`src/logic/cpfe_regs.svh`:
```
/*
   Register map, field positions, reset values and timing counts of the camera port front end.
   Assumes a 250 MHz system clock and 32-bit AXI4-Lite register access.
*/
// Contract
// - Latch one data word per chosen pixel clock edge
// - Data word up to 16 differential bits
// - Four enables, each single-ended or differential
// - Trigger input starts acquisition on chosen edge
// - Trigger output driven to software level
// - Trigger output carries status or timed pulse
// - Master clock on two pairs, 500 kHz-40 MHz; the half period floor of 4 cycles limits the code to 31.25 MHz at most
// - Control outputs static or dynamic, single or differential
// - Control outputs produce exposure or shutter pulses
// - Pixel clock active edge rising or falling
// - Each enable has programmable active polarity
// - Pixel window measured from line enable assertion
`ifndef CPFE_REGS_SVH
`define CPFE_REGS_SVH

// Register byte offsets.
`define CPFE_OFS_CTRL     8'h00
`define CPFE_OFS_TRIG     8'h04
`define CPFE_OFS_PULSE    8'h08
`define CPFE_OFS_MCLK     8'h0C
`define CPFE_OFS_CTLOUT   8'h10
`define CPFE_OFS_WIN      8'h14
`define CPFE_OFS_STATUS   8'h18
`define CPFE_OFS_DATA     8'h1C
`define CPFE_OFS_CMD      8'h20

// Control register fields.
`define CPFE_CTRL_PCLK_FALL  0
`define CPFE_CTRL_PCLK_DIFF  1
`define CPFE_CTRL_CAP_EN     2
`define CPFE_CTRL_MCLK_DIFF  3
`define CPFE_CTRL_EN_POL     4
`define CPFE_CTRL_EN_DIFF    8

// Per-line byte fields of the trigger and control output registers.
`define CPFE_TRIG_FALL       0
`define CPFE_TRIG_START_EN   1
`define CPFE_TRIG_MODE       2
`define CPFE_TRIG_LEVEL      4
`define CPFE_CTL_DYNAMIC     0
`define CPFE_CTL_LEVEL       1
`define CPFE_CTL_DIFF        2

// Command register bits.
`define CPFE_CMD_START       0
`define CPFE_CMD_STOP        1

// Reset values.
`define CPFE_RST_CTRL        32'h0000_0004
`define CPFE_RST_TRIG        32'h0000_0000
`define CPFE_RST_PULSE       32'h0000_0005
`define CPFE_RST_MCLK        32'h0000_0004
`define CPFE_RST_CTLOUT      32'h0000_0000
`define CPFE_RST_WIN         32'hFFFF_0000

// Timing: clock rate, master clock range and least control pulse.
`define CPFE_CLK_KHZ         250000
`define CPFE_CLK_NS          4
`define CPFE_MCLK_MAX_KHZ    40000
`define CPFE_MCLK_MIN_KHZ    500
`define CPFE_CTL_MIN_NS      20
`define CPFE_MCLK_HALF_MIN   ((`CPFE_CLK_KHZ + 2 * `CPFE_MCLK_MAX_KHZ - 1) / (2 * `CPFE_MCLK_MAX_KHZ))
`define CPFE_MCLK_HALF_MAX   (`CPFE_CLK_KHZ / (2 * `CPFE_MCLK_MIN_KHZ))
`define CPFE_PULSE_MIN       ((`CPFE_CTL_MIN_NS + `CPFE_CLK_NS - 1) / `CPFE_CLK_NS)

`endif

```
`src/logic/cpfe_pkg.sv`:
```
/*
   Types of the camera port front end.
   Assumes the register header is compiled alongside.
*/
`default_nettype none

package cpfe_pkg;

   // Output modes of an external trigger line.
   typedef enum logic [1:0] {
      CPFE_TRIG_IN     = 2'b00,
      CPFE_TRIG_LVL    = 2'b01,
      CPFE_TRIG_STATUS = 2'b10,
      CPFE_TRIG_PULSE  = 2'b11
   } cpfe_trig_mode_t;

   // Whole state of the front end.
   typedef struct packed {
      logic        aw_have;
      logic [7:0]  aw_addr;
      logic        w_have;
      logic [31:0] w_data;
      logic [3:0]  w_strb;
      logic        bvalid;
      logic [1:0]  bresp;
      logic        rvalid;
      logic [31:0] rdata;
      logic [1:0]  rresp;
      logic [31:0] ctrl;
      logic [31:0] trig;
      logic [31:0] pulse;
      logic [31:0] mclk_half;
      logic [31:0] ctlout;
      logic [31:0] win;
      logic        pclk_q;
      logic [3:0]  en_q;
      logic [3:0]  trig_q;
      logic        acq;
      logic [15:0] pix_cnt;
      logic [31:0] pulse_cnt;
      logic [31:0] mclk_cnt;
      logic        mclk;
      logic [15:0] pix_data;
      logic        pix_valid;
      logic        pix_frame;
      logic        pix_line;
      logic        pix_field;
      logic [3:0]  trig_o;
      logic [3:0]  trig_oe;
      logic [3:0]  ctl_p;
      logic [3:0]  ctl_n;
   } cpfe_state_t;

endpackage

`default_nettype wire

```
`src/logic/cpfe_sync.sv`:
```
/*
   Three-stage synchroniser for a bus of pin levels.
   Assumes inputs arrive asynchronously to aclk.
*/
`default_nettype none

module cpfe_sync #(
   parameter int W = 1
) (
   // Clock and reset.
   input  wire logic         aclk,
   input  wire logic         aresetn,
   // Pin levels and filtered levels.
   input  wire logic [W-1:0] pin,
   output logic      [W-1:0] level
);

   typedef struct packed {
      logic [W-1:0] s1;
      logic [W-1:0] s2;
      logic [W-1:0] s3;
      logic [W-1:0] lvl;
   } cpfe_sync_state_t;

   cpfe_sync_state_t st;
   cpfe_sync_state_t next_st;

   // A level is accepted once the second and third stages agree.
   always_comb
   begin
      next_st    = st;
      next_st.s1 = pin;
      next_st.s2 = st.s1;
      next_st.s3 = st.s2;
      for (int i = 0; i < W; i++)
      begin
         if (st.s2[i] == st.s3[i])
         begin
            next_st.lvl[i] = st.s3[i];
         end
      end
      if (!aresetn)
      begin
         next_st = '0;
      end
   end

   // State register.
   always_ff @(posedge aclk)
   begin
      st <= next_st;
   end

   assign level = st.lvl;

endmodule

`default_nettype wire

```
`src/logic/cpfe_top.sv`:
```
/*
   Camera port front end: pixel capture, enables, triggers, control lines, master clock, AXI4-Lite slave.
   Assumes pad receivers deliver both legs of each pair as logic levels, and trigger pads are resolved outside.
*/
// The register offsets and the AXI4-Lite register port were chosen for this implementation.
`include "cpfe_regs.svh"
`default_nettype none

module cpfe_top #(
   parameter int DW = 16
) (
   // Clock and reset.
   input  wire logic          aclk,
   input  wire logic          aresetn,
   // AXI4-Lite write channels.
   input  wire logic          s_axi_awvalid,
   output logic               s_axi_awready,
   input  wire logic [7:0]    s_axi_awaddr,
   input  wire logic          s_axi_wvalid,
   output logic               s_axi_wready,
   input  wire logic [31:0]   s_axi_wdata,
   input  wire logic [3:0]    s_axi_wstrb,
   output logic               s_axi_bvalid,
   input  wire logic          s_axi_bready,
   output logic      [1:0]    s_axi_bresp,
   // AXI4-Lite read channels.
   input  wire logic          s_axi_arvalid,
   output logic               s_axi_arready,
   input  wire logic [7:0]    s_axi_araddr,
   output logic               s_axi_rvalid,
   input  wire logic          s_axi_rready,
   output logic      [31:0]   s_axi_rdata,
   output logic      [1:0]    s_axi_rresp,
   // Camera video inputs.
   input  wire logic [DW-1:0] vid_p,
   input  wire logic [DW-1:0] vid_n,
   input  wire logic          pclk_p,
   input  wire logic          pclk_n,
   input  wire logic [3:0]    en_p,
   input  wire logic [3:0]    en_n,
   // Camera outputs.
   output logic      [3:0]    ctl_p,
   output logic      [3:0]    ctl_n,
   output logic      [1:0]    mclk_p,
   output logic      [1:0]    mclk_n,
   // External trigger pins.
   input  wire logic [3:0]    trig_in,
   output logic      [3:0]    trig_out,
   output logic      [3:0]    trig_oe,
   // Captured pixel stream.
   output logic      [DW-1:0] pix_data,
   output logic               pix_valid,
   output logic               pix_frame,
   output logic               pix_line,
   output logic               pix_field
);

   cpfe_pkg::cpfe_state_t st;
   cpfe_pkg::cpfe_state_t next_st;

   logic [DW-1:0] vid_p_s;
   logic [DW-1:0] vid_n_s;
   logic          pclk_p_s;
   logic          pclk_n_s;
   logic [3:0]    en_p_s;
   logic [3:0]    en_n_s;
   logic [3:0]    trig_s;

   ////////////////////////////////////////////////////////////////////////////////
   // Every pin passes the three-stage filter before any edge is looked for.
   cpfe_sync #(
      .W       (2 * DW + 2 + 8 + 4)
   ) u_sync (
      .aclk    (aclk),
      .aresetn (aresetn),
      .pin     ({vid_p, vid_n, pclk_p, pclk_n, en_p, en_n, trig_in}),
      .level   ({vid_p_s, vid_n_s, pclk_p_s, pclk_n_s, en_p_s, en_n_s, trig_s})
   );

   // Returns the received level of a pad, single-ended or differential.
   function automatic logic rx(input logic p, input logic n, input logic diff);
      rx = diff ? (p & ~n) : p;
   endfunction

   // Merges write data into a register under the byte strobes.
   function automatic logic [31:0] merge(input logic [31:0] old, input logic [31:0] d, input logic [3:0] s);
      merge = old;
      for (int b = 0; b < 4; b++)
      begin
         if (s[b])
         begin
            merge[8*b +: 8] = d[8*b +: 8];
         end
      end
   endfunction

   ////////////////////////////////////////////////////////////////////////////////
   // Bus handshakes accept a new request only while no response is pending.
   assign s_axi_awready = !st.aw_have && !st.bvalid;
   assign s_axi_wready  = !st.w_have && !st.bvalid;
   assign s_axi_arready = !st.rvalid;

   ////////////////////////////////////////////////////////////////////////////////
   // Next state of the whole block.
   always_comb
   begin
      logic          sw_start;
      logic          sw_stop;
      logic          start;
      logic          pclk_lvl;
      logic          pclk_edge;
      logic [3:0]    en_act;
      logic [3:0]    trig_edge;
      logic [DW-1:0] vid;
      logic          in_win;
      logic          pulse_on;
      logic [31:0]   half;
      logic          lvl;
      cpfe_pkg::cpfe_trig_mode_t mode;
      sw_start  = 1'b0;
      sw_stop   = 1'b0;
      start     = 1'b0;
      pclk_lvl  = 1'b0;
      pclk_edge = 1'b0;
      en_act    = '0;
      trig_edge = '0;
      vid       = '0;
      in_win    = 1'b0;
      pulse_on  = 1'b0;
      half      = '0;
      lvl       = 1'b0;
      mode      = cpfe_pkg::CPFE_TRIG_IN;
      next_st   = st;

      // Register writes, once address and data are both held.
      if (s_axi_awvalid && s_axi_awready)
      begin
         next_st.aw_have = 1'b1;
         next_st.aw_addr = s_axi_awaddr;
      end
      if (s_axi_wvalid && s_axi_wready)
      begin
         next_st.w_have = 1'b1;
         next_st.w_data = s_axi_wdata;
         next_st.w_strb = s_axi_wstrb;
      end
      if (st.aw_have && st.w_have)
      begin
         next_st.aw_have = 1'b0;
         next_st.w_have  = 1'b0;
         next_st.bvalid  = 1'b1;
         next_st.bresp   = 2'h0;
         case (st.aw_addr)
            `CPFE_OFS_CTRL:   next_st.ctrl      = merge(st.ctrl, st.w_data, st.w_strb);
            `CPFE_OFS_TRIG:   next_st.trig      = merge(st.trig, st.w_data, st.w_strb);
            `CPFE_OFS_PULSE:  next_st.pulse     = merge(st.pulse, st.w_data, st.w_strb);
            `CPFE_OFS_MCLK:   next_st.mclk_half = merge(st.mclk_half, st.w_data, st.w_strb);
            `CPFE_OFS_CTLOUT: next_st.ctlout    = merge(st.ctlout, st.w_data, st.w_strb);
            `CPFE_OFS_WIN:    next_st.win       = merge(st.win, st.w_data, st.w_strb);
            `CPFE_OFS_STATUS, `CPFE_OFS_DATA: next_st.bresp = 2'h0;
            `CPFE_OFS_CMD:
            begin
               sw_start = st.w_strb[0] & st.w_data[`CPFE_CMD_START];
               sw_stop  = st.w_strb[0] & st.w_data[`CPFE_CMD_STOP];
            end
            default:          next_st.bresp     = 2'h2;
         endcase
      end
      if (st.bvalid && s_axi_bready)
      begin
         next_st.bvalid = 1'b0;
      end

      // Register reads answer one cycle after the address is taken.
      if (st.rvalid && s_axi_rready)
      begin
         next_st.rvalid = 1'b0;
      end
      if (s_axi_arvalid && s_axi_arready)
      begin
         next_st.rvalid = 1'b1;
         next_st.rresp  = 2'h0;
         case (s_axi_araddr)
            `CPFE_OFS_CTRL:   next_st.rdata = st.ctrl;
            `CPFE_OFS_TRIG:   next_st.rdata = st.trig;
            `CPFE_OFS_PULSE:  next_st.rdata = st.pulse;
            `CPFE_OFS_MCLK:   next_st.rdata = st.mclk_half;
            `CPFE_OFS_CTLOUT: next_st.rdata = st.ctlout;
            `CPFE_OFS_WIN:    next_st.rdata = st.win;
            `CPFE_OFS_STATUS: next_st.rdata = {23'h0, st.acq, st.trig_q, st.en_q};
            `CPFE_OFS_DATA:   next_st.rdata = {{(32 - DW){1'b0}}, st.pix_data};
            `CPFE_OFS_CMD:    next_st.rdata = 32'h0;
            default:
            begin
               next_st.rdata = 32'h0;
               next_st.rresp = 2'h2;
            end
         endcase
      end

      // Received levels of enables and pixel clock, with chosen sense and polarity.
      for (int i = 0; i < 4; i++)
      begin
         en_act[i] = rx(en_p_s[i], en_n_s[i], st.ctrl[`CPFE_CTRL_EN_DIFF + i])
                     ^ st.ctrl[`CPFE_CTRL_EN_POL + i];
      end
      for (int i = 0; i < DW; i++)
      begin
         vid[i] = rx(vid_p_s[i], vid_n_s[i], 1'b1);
      end
      pclk_lvl  = rx(pclk_p_s, pclk_n_s, st.ctrl[`CPFE_CTRL_PCLK_DIFF]);
      pclk_edge = st.ctrl[`CPFE_CTRL_PCLK_FALL] ? (st.pclk_q & ~pclk_lvl)
                                                 : (~st.pclk_q & pclk_lvl);
      next_st.pclk_q = pclk_lvl;
      next_st.en_q   = en_act;

      // Pixel counter restarts at each line enable assertion.
      in_win = (st.pix_cnt >= st.win[15:0]) && ((st.pix_cnt - st.win[15:0]) < st.win[31:16]);
      if (!en_act[1])
      begin
         next_st.pix_cnt = '0;
      end
      else if (pclk_edge && st.pix_cnt != 16'hFFFF)
      begin
         next_st.pix_cnt = st.pix_cnt + 16'h1;
      end
      next_st.pix_valid = pclk_edge && st.acq && st.ctrl[`CPFE_CTRL_CAP_EN]
                          && en_act[0] && en_act[1] && in_win;
      if (pclk_edge)
      begin
         next_st.pix_data = vid;
      end
      next_st.pix_frame = en_act[0];
      next_st.pix_line  = en_act[1];
      next_st.pix_field = en_act[2];

      // Trigger edges start an acquisition on lines set as inputs.
      for (int i = 0; i < 4; i++)
      begin
         mode         = cpfe_pkg::cpfe_trig_mode_t'(st.trig[8*i + `CPFE_TRIG_MODE +: 2]);
         trig_edge[i] = st.trig[8*i + `CPFE_TRIG_FALL] ? (st.trig_q[i] & ~trig_s[i])
                                                        : (~st.trig_q[i] & trig_s[i]);
         if (trig_edge[i] && st.trig[8*i + `CPFE_TRIG_START_EN] && mode == cpfe_pkg::CPFE_TRIG_IN)
         begin
            start = 1'b1;
         end
      end
      next_st.trig_q = trig_s;
      start = start | sw_start;
      if (start)
      begin
         next_st.acq = 1'b1;
      end
      else if (sw_stop)
      begin
         next_st.acq = 1'b0;
      end

      // Timed pulse launched by each start, never shorter than the least control pulse.
      pulse_on = st.pulse_cnt != 32'h0;
      if (start)
      begin
         next_st.pulse_cnt = (st.pulse < 32'(`CPFE_PULSE_MIN)) ? 32'(`CPFE_PULSE_MIN) : st.pulse;
      end
      else if (pulse_on)
      begin
         next_st.pulse_cnt = st.pulse_cnt - 32'h1;
      end

      // Trigger outputs by mode.
      for (int i = 0; i < 4; i++)
      begin
         mode = cpfe_pkg::cpfe_trig_mode_t'(st.trig[8*i + `CPFE_TRIG_MODE +: 2]);
         next_st.trig_oe[i] = mode != cpfe_pkg::CPFE_TRIG_IN;
         case (mode)
            cpfe_pkg::CPFE_TRIG_LVL:    next_st.trig_o[i] = st.trig[8*i + `CPFE_TRIG_LEVEL];
            cpfe_pkg::CPFE_TRIG_STATUS: next_st.trig_o[i] = st.acq;
            cpfe_pkg::CPFE_TRIG_PULSE:  next_st.trig_o[i] = pulse_on;
            default:                    next_st.trig_o[i] = 1'b0;
         endcase
      end

      // Camera control lines: static level or pulse of active level.
      for (int i = 0; i < 4; i++)
      begin
         lvl = st.ctlout[8*i + `CPFE_CTL_LEVEL];
         if (st.ctlout[8*i + `CPFE_CTL_DYNAMIC])
         begin
            lvl = pulse_on ? lvl : ~lvl;
         end
         next_st.ctl_p[i] = lvl;
         next_st.ctl_n[i] = st.ctlout[8*i + `CPFE_CTL_DIFF] ? ~lvl : 1'b0;
      end

      // Master clock divider with half period held inside the legal range.
      half = st.mclk_half;
      if (half < 32'(`CPFE_MCLK_HALF_MIN))
      begin
         half = 32'(`CPFE_MCLK_HALF_MIN);
      end
      else if (half > 32'(`CPFE_MCLK_HALF_MAX))
      begin
         half = 32'(`CPFE_MCLK_HALF_MAX);
      end
      if (st.mclk_cnt >= half - 32'h1)
      begin
         next_st.mclk_cnt = '0;
         next_st.mclk     = ~st.mclk;
      end
      else
      begin
         next_st.mclk_cnt = st.mclk_cnt + 32'h1;
      end

      // Synchronous reset to constants.
      if (!aresetn)
      begin
         next_st           = '0;
         next_st.ctrl      = `CPFE_RST_CTRL;
         next_st.trig      = `CPFE_RST_TRIG;
         next_st.pulse     = `CPFE_RST_PULSE;
         next_st.mclk_half = `CPFE_RST_MCLK;
         next_st.ctlout    = `CPFE_RST_CTLOUT;
         next_st.win       = `CPFE_RST_WIN;
      end
   end

   // State register.
   always_ff @(posedge aclk)
   begin
      st <= next_st;
   end

   ////////////////////////////////////////////////////////////////////////////////
   // Outputs straight from the state.
   assign s_axi_bvalid = st.bvalid;
   assign s_axi_bresp  = st.bresp;
   assign s_axi_rvalid = st.rvalid;
   assign s_axi_rdata  = st.rdata;
   assign s_axi_rresp  = st.rresp;
   assign pix_data     = st.pix_data;
   assign pix_valid    = st.pix_valid;
   assign pix_frame    = st.pix_frame;
   assign pix_line     = st.pix_line;
   assign pix_field    = st.pix_field;
   assign trig_out     = st.trig_o;
   assign trig_oe      = st.trig_oe;
   assign ctl_p        = st.ctl_p;
   assign ctl_n        = st.ctl_n;
   assign mclk_p       = {2{st.mclk}};
   assign mclk_n       = st.ctrl[`CPFE_CTRL_MCLK_DIFF] ? {2{~st.mclk}} : 2'b00;

endmodule

`default_nettype wire

```
`config.mk`:
```
export PLATFORM = sky130hd
export DESIGN_NAME = cpfe_top
export DESIGN_NICKNAME = d
export VERILOG_FILES = /design/src/logic/cpfe_pkg.sv /design/src/logic/cpfe_sync.sv /design/src/logic/cpfe_top.sv
export VERILOG_INCLUDE_DIRS = /design/src /design/src/logic
export SDC_FILE = /design/constraint.sdc
export NUM_CORES = 1
export LEC_CHECK = 0
export ABC_AREA = 0
export BUFFER_PORTS_ARGS = -buffer_cell sky130_fd_sc_hd__buf_4
export CAP_MARGIN = 30
export CORE_MARGIN = 10
export CORE_UTILIZATION = 50
export CTS_CLUSTER_SIZE = 14
export DETAILED_ROUTE_END_ITERATION = 7
export PLACE_DENSITY = 0.77
export SLEW_MARGIN = 40
export SYNTH_ARGS = -nofsm -noshare
export SYNTH_HDL_FRONTEND = slang
export SYNTH_SLANG_ARGS = --single-unit
export TNS_END_PERCENT = 30
```
`constraint.sdc`:
```
create_clock -name aclk -period 3.2 [get_ports aclk]
set_input_delay 0.32 -clock aclk [delete_from_list [all_inputs] [get_ports aclk]]
set_output_delay 0.32 -clock aclk [all_outputs]
set_load 0.01 [all_outputs]
```
Yosys cells after proc, flatten, opt, wreduce, memory -nomap -nowiden
Index checks and enable logic that the tools add are counted.
W data, S select, Z words.
- output and inout port bits: 81
- logic and storage cells: 386
- input bits: 105
- register bits: 587
- bitwise operators: 79
- magnitude comparators: 6
- add/subtract/negate cells: 5
- mux-type cells: 43
- reductions and logical operators: 75
- equal/unequal tests: 75
- operators with widths (operator ; count):
    $pmux W32 S8 ; 1
    $mux W32 ; 5
    $reduce_and A3 Y1 ; 24
    $eq A8 B5 Y1 const B ; 8
    $lt A32 B3 Y1 const B ; 2
    $sub A32 B1 Y32 const B ; 2
    $eq A1 B1 Y1 ; 46
    $not A1 Y1 ; 41
    $mux W35 ; 1
    $and A1 B1 Y1 ; 33
    $add A32 B1 Y32 const B ; 1
    $eq A8 B4 Y1 const B ; 4
    $ge A32 B32 Y1 ; 1
    $gt A32 B8 Y1 const B ; 1
    $reduce_bool A32 Y1 ; 1
    $mux W1 ; 29
    $logic_and A1 B1 Y1 ; 23
    $reduce_or A9 Y1 ; 2
    $add A16 B1 Y16 const B ; 1
    $eq A2 B2 Y1 const B ; 8
    $eq A8 B3 Y1 const B ; 2
    $eq A8 B6 Y1 const B ; 2
    $ge A16 B16 Y1 ; 1
    $logic_not A8 Y1 ; 2
    13 further kinds ; 42

Depth between registers and ports, before layout
Gate-level depths: netlist (run 1).
- word-level depth: 11
- gate-level depth with buffers: 18
- gate-level depth less buffers: 17

Hierarchy
Synthesis (run 1) repeated with hierarchy kept, for this count alone.
- cells, all modules: 2877
- area total of the unflattened synthesis: 25271.7 sq um
- modules (own cells, without submodules) (module ; cells an instance ; instances ; area an instance (sq um)):
    cpfe_top ; 2351 ; 1 ; 19429.9
    cpfe_sync ; 526 ; 1 ; 5841.9

Worst setup path before layout (run 1)
No wires, ideal clock.
- kind: flip-flop to flip-flop
- start: register st[210] (netlist name)
- end: register st[40] (netlist name)
- buffers on the path: 1
- setup time: 0.065 ns
- period minus slack after synthesis: 3.520 ns
- stages on the path, launching flop included: 19
- slack: -0.320 ns
- required time: 3.135 ns
- data arrival time: 3.455 ns
- cells stage by stage: dfxtp_1 nor4_1 nand4_1 nor2_1 nand2_1 o21ai_0 ha_1 nand3b_1 a21oi_1 xor2_1 nor2_1 ha_1 a21o_1 a221oi_1 o21ai_0 a211oi_1 o21ai_1 clkbuf_1 nor2_1
- cells in the longest elaborated chain, start to end: 6
- elaborated cells on any way between the ends: 7
- RTL lines (element ; RTL line ; text):
    start: declaration ; cpfe_top.sv:58 ; cpfe_pkg::cpfe_state_t st;
    start signal: assignment ; cpfe_top.sv:331 ; st <= next_st;
    $gt A32 B8 Y1 ; cpfe_top.sv:301 ; else if (half > 32'(`CPFE_MCLK_HALF_MAX))
    $mux W32 ; cpfe_top.sv:301 ;
    $mux W32 * ; cpfe_top.sv:297 ; if (half < 32'(`CPFE_MCLK_HALF_MIN))
    $sub A32 B1 Y32 * ; cpfe_top.sv:305 ; if (st.mclk_cnt >= half - 32'h1)
    $ge A32 B32 Y1 * ; cpfe_top.sv:305 ;
    $reduce_or A2 Y1 (no line) * ; - ;
Mark *: on every way between the ends. The rest lies on a longest branch, timed or not.
A chain may end at the register's enable or synchronous reset.

Worst setup path after layout (run 1)
- start: register st[215] (netlist name)
- end: register st[66] (netlist name)
Same word-level chain as after synthesis.

==> run metrics, run 1 <==
status=finished, violations left; failing checks=negative setup slack; async set-reset flop share out of synthesis=0%; Top Ports=186; Layout Area Growth over Synthesis=20.67%; Hold WS=between 100 and 150 ps; critical path peak fanout=32; most common cell in the netlist=dfxtp_1; PortBufs=approximately 180; critical path required time=about 3800 ps; worst reg2reg path startpoint=st[215]; worst-skew pair later-pin latency=~630 ps; Placement Rows=81; Max Clock Skew=roughly 24 ps; sequential-to-total area share from yosys stat=between 40% and 50%; RePlAce Congestion=0.9625; Syn. warnings=0; CP endpoint kind=register; first-pass GRT wire length=between 100,000 and 150,000 um; Post-synth EDFFs=0; Fin. Hold Viols=0; Hold Crit Class=in2reg; dpl hpwl=~52,000 um; Tcrit/Tclk final=110.3%; Power Density=around 560 mW/mm^2; design area=0.02991 sq mm; core footprint=just under 0.05 sq mm; layout cells sized above 1=14.33%; die area=0.05888 sq mm; Least-Margin Pin Slew=813.7 ps; Setup TNS=-10,110 ps; Residual DRC=0; max-slew violations=0; Vias=21,270; Clock Path Buffers=3; Setup-failing EPs final=34; Worst IR Drop VDD=about 0.52 mV; clock period minus worst slack=around 3500 ps; vias in the first global route=20,880; Yosys top cell area share=47.00%; Cells after Synth=2,794; average via count per standard cell=between 5 and 6; antenna-violating nets left=0; clock sink count=about 580; crit path launch=st[215]; Max H-tree Level=2; LEAKAGE=around 12 nW; Syn Std Cell Area=0.02479 sq mm; Synth top cells by count=dfxtp_1, nand2_1, a21oi_1; Congestion Overflow GR=0; Synth Register Bits=between 500 and 600; post-route core utilization=a little over 60%; Wirelength per Cell=19.49 um; Syn Area/Cell=8.872 sq um; Relative slew margins=between 40% and 50%; Num CTS Buffers=60; Yosys cell types=around 70; starting density of the core=between 50% and 60%; initial drt markers=2,084; GRT Total Usage=a little under a quarter; largest net degree at the start of global routing=95; Worst Path Arrival=between 4000 and 5000 ps; RSZ-0062 raised after global routing=true; die width=between 200 and 250 um; Post-Route WL=~73,000 um; crit path kind=reg2reg; fin nets=~3,200; top_reg_cell synth=dfxtp_1; CTS tree=built; Die Y=about 240 um; r2r setup slk=-330 ps; placed cell area=~0.027 sq mm; 1st-pass router iterations=5; largest area contributor in the netlist=dfxtp_1; Critical Path Start Type=register; maximum clock frequency=approximately 280 MHz; Hold Crit Start=s_axi_araddr[6]; max-cap violation count=0; Root Buffer=clkbuf_16; initial antenna violation count=2; Worst-path clk slew=~60 ps; top cells by area, synth=dfxtp_1, mux2i_1, a21oi_1; post-route worst setup slack=-329.7 ps
==> cell families after synthesis <==
family,Yosys count,share of synthesized area (%)
simple gates,1048,20.14
mux,165,7.148
other cells,2,0.03030
fa+ha+maj,68,3.463
xor+xnor,85,3.003
flops,582,47.00
compound gates,580,13.92
buf+inv,264,5.295
==> area by class of cell <==
cell class	count	area [sq um]
antenna	1	2.502
inverter	50	195.2
clock buffer	86	1750
fill	4012	19040
clock inverter	21	236.5
multi-input combinational	1972	12050
tap	664	830.8
timing repair buffer	388	3193
sequential	582	11650
==> stage by stage <==
step	instances	worst slack, ps	total power, mW
after floorplan	2818	-39.42	9.203
after global placement	3561	-331.3	9.682
after detailed placement	3561	-448.0	9.745
after CTS	3763	-346.4	16.79
after global routing	3763	-623.4	17.30
final	3764	-329.7	16.77
==> critical path, stage by stage (launching register included) <==
cell and delay, ps:
dfxtp_1 320, nor4_2 300, nand4_1 240, nor2_4 230
nand2_2 80, o21ai_1 140, ha_2 190, nand3b_1 80
a21oi_2 120, xor2_1 150, nor2_1 70, ha_1 290
a21o_1 180, a221oi_2 230, o21ai_1 120, a211oi_2 260
o21ai_2 110, buf_12 210, nor2_1 120
==> final timing paths <==
path              cells after the start        endpoint
setup / recovery                     18          st[66]
hold / removal                        3  s_axi_rresp[1]
setup reg to reg                     18          st[66]
hold reg to reg                       1  u_sync.st[109]
==> layout by cell type (no fill, tap or decap), drive strengths merged, types with 51 or more instances in the layout <==
master and count:
dfxtp 582, dlygate4sd3 92, a21oi 281, and2 151, xor2 51, o21ai 102, nand2 364, mux2i 150
nand3 106, clkbuf 86, ha 67, buf 296, nor2 242, inv 53
==> power by group <==
| group | total (mW) | switching [mW] | internal, mW |
|---|---|---|---|
| sequential | 7.74 | 0.256 | 7.48 |
| combinational | 2.00 | 1.18 | 0.825 |
| clock | 7.03 | 2.91 | 4.11 |
| total | 16.8 | 4.35 | 12.4 |
==> layer usage <==
| metal | vias to the layer above | wire length [um] | global-route usage (%) |
|---|---|---|---|
| met5 | - | 13 | 0 |
| met3 | 186 | 5916 | 4.843 |
| li1 | 10140 | - | - |
| met1 | 10100 | 29670 | 28.86 |
| met2 | 847 | 34730 | 40.37 |
| met4 | 2 | 3030 | 10.62 |
==> flip-flops by register name (all words and copies together), names as in the netlist <==
signal and cells:
ctl_n 4, ctl_p 4, mclk_p 1, pix_data 16, pix_valid 1, s_axi_bresp 1
s_axi_bvalid 1, s_axi_rdata 32, s_axi_rresp 1, s_axi_rvalid 1, st 328, trig_oe 4
trig_out 4, u_sync.level 46, u_sync.st 138
==> repair_timing <==
action | 4_1_cts | 5_1_grt
endpoints found under the setup margin | 34 | 34
setup buffers | 3 | 0
endpoints found under the hold margin | 91 | 0
pin swaps | 8 | 1
hold buffers | 92 | 0
resized for setup | 13 | 2
No activity file was read; power rests on OpenSTA's default activity.
==> inputs of run 2 (changes only) <==
--- a/config.mk
+++ b/config.mk
@@ -11,6 +11,7 @@
 export CAP_MARGIN = 30
 export CORE_MARGIN = 10
 export CORE_UTILIZATION = 50
+export CTS_BUF_LIST = sky130_fd_sc_hd__clkbuf_8
 export CTS_CLUSTER_SIZE = 14
 export DETAILED_ROUTE_END_ITERATION = 7
 export PLACE_DENSITY = 0.77
==> run 2 against run 1 <==
Net effect: global-route usage is 0.30 points higher; clock skew is 13 ps higher; design area is 0.61% higher; the run still ends with negative setup slack left; maximum frequency is 4.2% lower; highest routed layer unchanged; largest cell class unchanged; hold slack worse by 57 ps; clock power is 3.0% lower; count of clock-buffer cells in the layout is 37 higher.
==> run metrics, run 2 (same netlist as run 1, synthesis figures left out) <==
Hold Crit Start=aresetn; CTS tree=built; Clock Path Buffers=3; antenna-violating nets left=0; Layout Area Growth over Synthesis=21.40%; Relative slew margins=43.73%; largest net degree at the start of global routing=95; initial drt markers=approximately 2,200; NetSw=around 4.5 mW; die area=roughly 0.06 sq mm; max-cap violation count=0; Num CTS Buffers=slightly above 90; starting density of the core=roughly half; Setup TNS=-14,010 ps; fin nets=about 3,300; RePlAce Congestion=between 0.9 and 1; placed cell area=0.02690 sq mm; first-pass GRT wire length=about 120,000 um; Max Clock Skew=around 37 ps; Worst-path clk slew=~60 ps; filler cell count=between 4,000 and 5,000; register area=0.01165 sq mm; Post-Route WL=73,990 um; Worst IR Drop VDD=about 0.38 mV; dpl hpwl=51,670 um; Sequential Power Share=between 40% and 50%; Biggest register=st; clock sink count=582; Fin. Hold Viols=0; initial antenna violation count=4; failing checks=negative setup slack; worst reg2reg path startpoint=st[210]; r2r setup slk=-480 ps; critical path peak fanout=4; crit path launch=st[210]; Wirelength per Cell=19.27 um; core footprint=0.04895 sq mm; Congestion Overflow GR=0; Tcrit/Tclk final=115.2%; die width=between 200 and 250 um; Hold Crit Class=in2reg; Least-Margin Pin Slew=roughly 840 ps; CP endpoint kind=register; crit path capture=mclk_p[0]; Root Buffer=clkbuf_8; average via count per standard cell=5.627; most common cell after layout, fill and taps aside=dfxtp_1; Die Y=around 240 um; 1st-pass router iterations=6; critical path required time=about 3800 ps; worst r2r path cells=18; most frequent cells in the layout=dfxtp_1, nand2_1, buf_4; Pwr Total=16.56 mW; Placement Rows=81; Setup-failing EPs final=34; Worst Path Arrival=~4200 ps; Comb pwr share=approximately an eighth; clock period minus worst slack=about 3700 ps; PortBufs=183; GRT Total Usage=about a quarter; worst-skew pair later-pin latency=between 700 and 800 ps; layout cells sized above 1=between 10% and 20%; Vias=around 22,000; Max H-tree Level=3; multi-input logic area=0.01207 sq mm; max FFs per register=328; post-route worst setup slack=-484.8 ps; crit path kind=reg2reg; Residual DRC=0; design area=between 0.03 and 0.04 sq mm; Clk pwr share=roughly 41%; status=finished, violations left; LEAKAGE=approximately 12 nW; max-slew violations=0; Internal=12.10 mW; Critical Path Start Type=register; Top Ports=~190; vias in the first global route=21,290; Crit Reg-Reg Endpoint=mclk_p[0]; RSZ-0062 raised after global routing=true; Power Density=550.4 mW/mm^2; Switching Share=a little over a quarter; maximum clock frequency=approximately 270 MHz
[run 2: what timing repair did]
item / in CTS / in global routing
gates cloned: 1 / 0
hold endpoints to repair: 93 / 0
gates resized for setup: 14 / 9
hold buffers: 95 / 0
setup endpoints to repair: 34 / 34
pin swaps: 12 / 6
setup buffers: 6 / 2
[run 2: layout make-up]
type                            count  area share, %
Antenna cell                        2        0.01663
Clock buffer                      123          5.626
Clock inverter                     49          1.189
Inverter                           50         0.6486
Multi-Input combinational cell   1972          40.10
Sequential cell                   582          38.73
Tap cell                          664          2.761
Timing Repair Buffer              397          10.93
[run 2: how the worst min path moves through the flow]
stage | end | slack, ps | cells after the start
final | u_sync.st[139] | 60 | 2
after global routing | u_sync.st[139] | 50 | 2
after CTS | u_sync.st[102] | 30 | 2
after detailed placement | u_sync.st[106] | 420 | 1
after global placement | u_sync.st[129] | 420 | 1
after floorplan | u_sync.st[100] | 410 | 1
[run 2: layer usage]
layer	share of wire (%)	global-route usage, %	up-vias	wire length, um
met1	41	29.08	10250	30180
met5	0.028	0	-	21
li1	-	-	10250	-
met2	47	40.13	903	34770
met4	4.2	10.92	4	3132
met3	7.9	6.040	203	5877
[run 2: through the flow]
stage / utilization (%) / hold WS (ps) / instances / worst slack, ps
3_5_place_dp: 54.96 / 417.9 / 3561 / -448.0
5_1_grt: 61.48 / 46.22 / 3839 / -658.6
6_report: 61.48 / 58.87 / 3839 / -484.8
3_3_place_gp: 54.96 / 416.1 / 3561 / -331.3
2_1_floorplan: - / 411.9 / 2818 / -39.42
4_1_cts: 61.38 / 26.43 / 3835 / -379.4
[run 2: critical path: stages (launching register included)]
cell      delay [ps]
dfxtp_1          350
nor4_4           280
nand4_1          240
nor2_4           210
buf_4            140
nand4_1          130
ha_2             210
buf_4            120
buf_4            120
xor2_1           150
ha_1             290
a211o_1          290
a31oi_1          160
o21ai_1          110
a211oi_2         310
buf_4            180
buf_6             80
or3_4            110
a21oi_2           50
[run 2: power groups by stage]
stage / Combinational [mW] / Clock [mW] / Sequential (mW)
global placement: 1.81 / 0 / 7.87
floorplan: 1.41 / 0 / 7.79
global route: 2.17 / 7.25 / 7.76
CTS: 1.97 / 6.94 / 7.73
finish: 2.01 / 6.82 / 7.74
detailed placement: 1.86 / 0 / 7.88
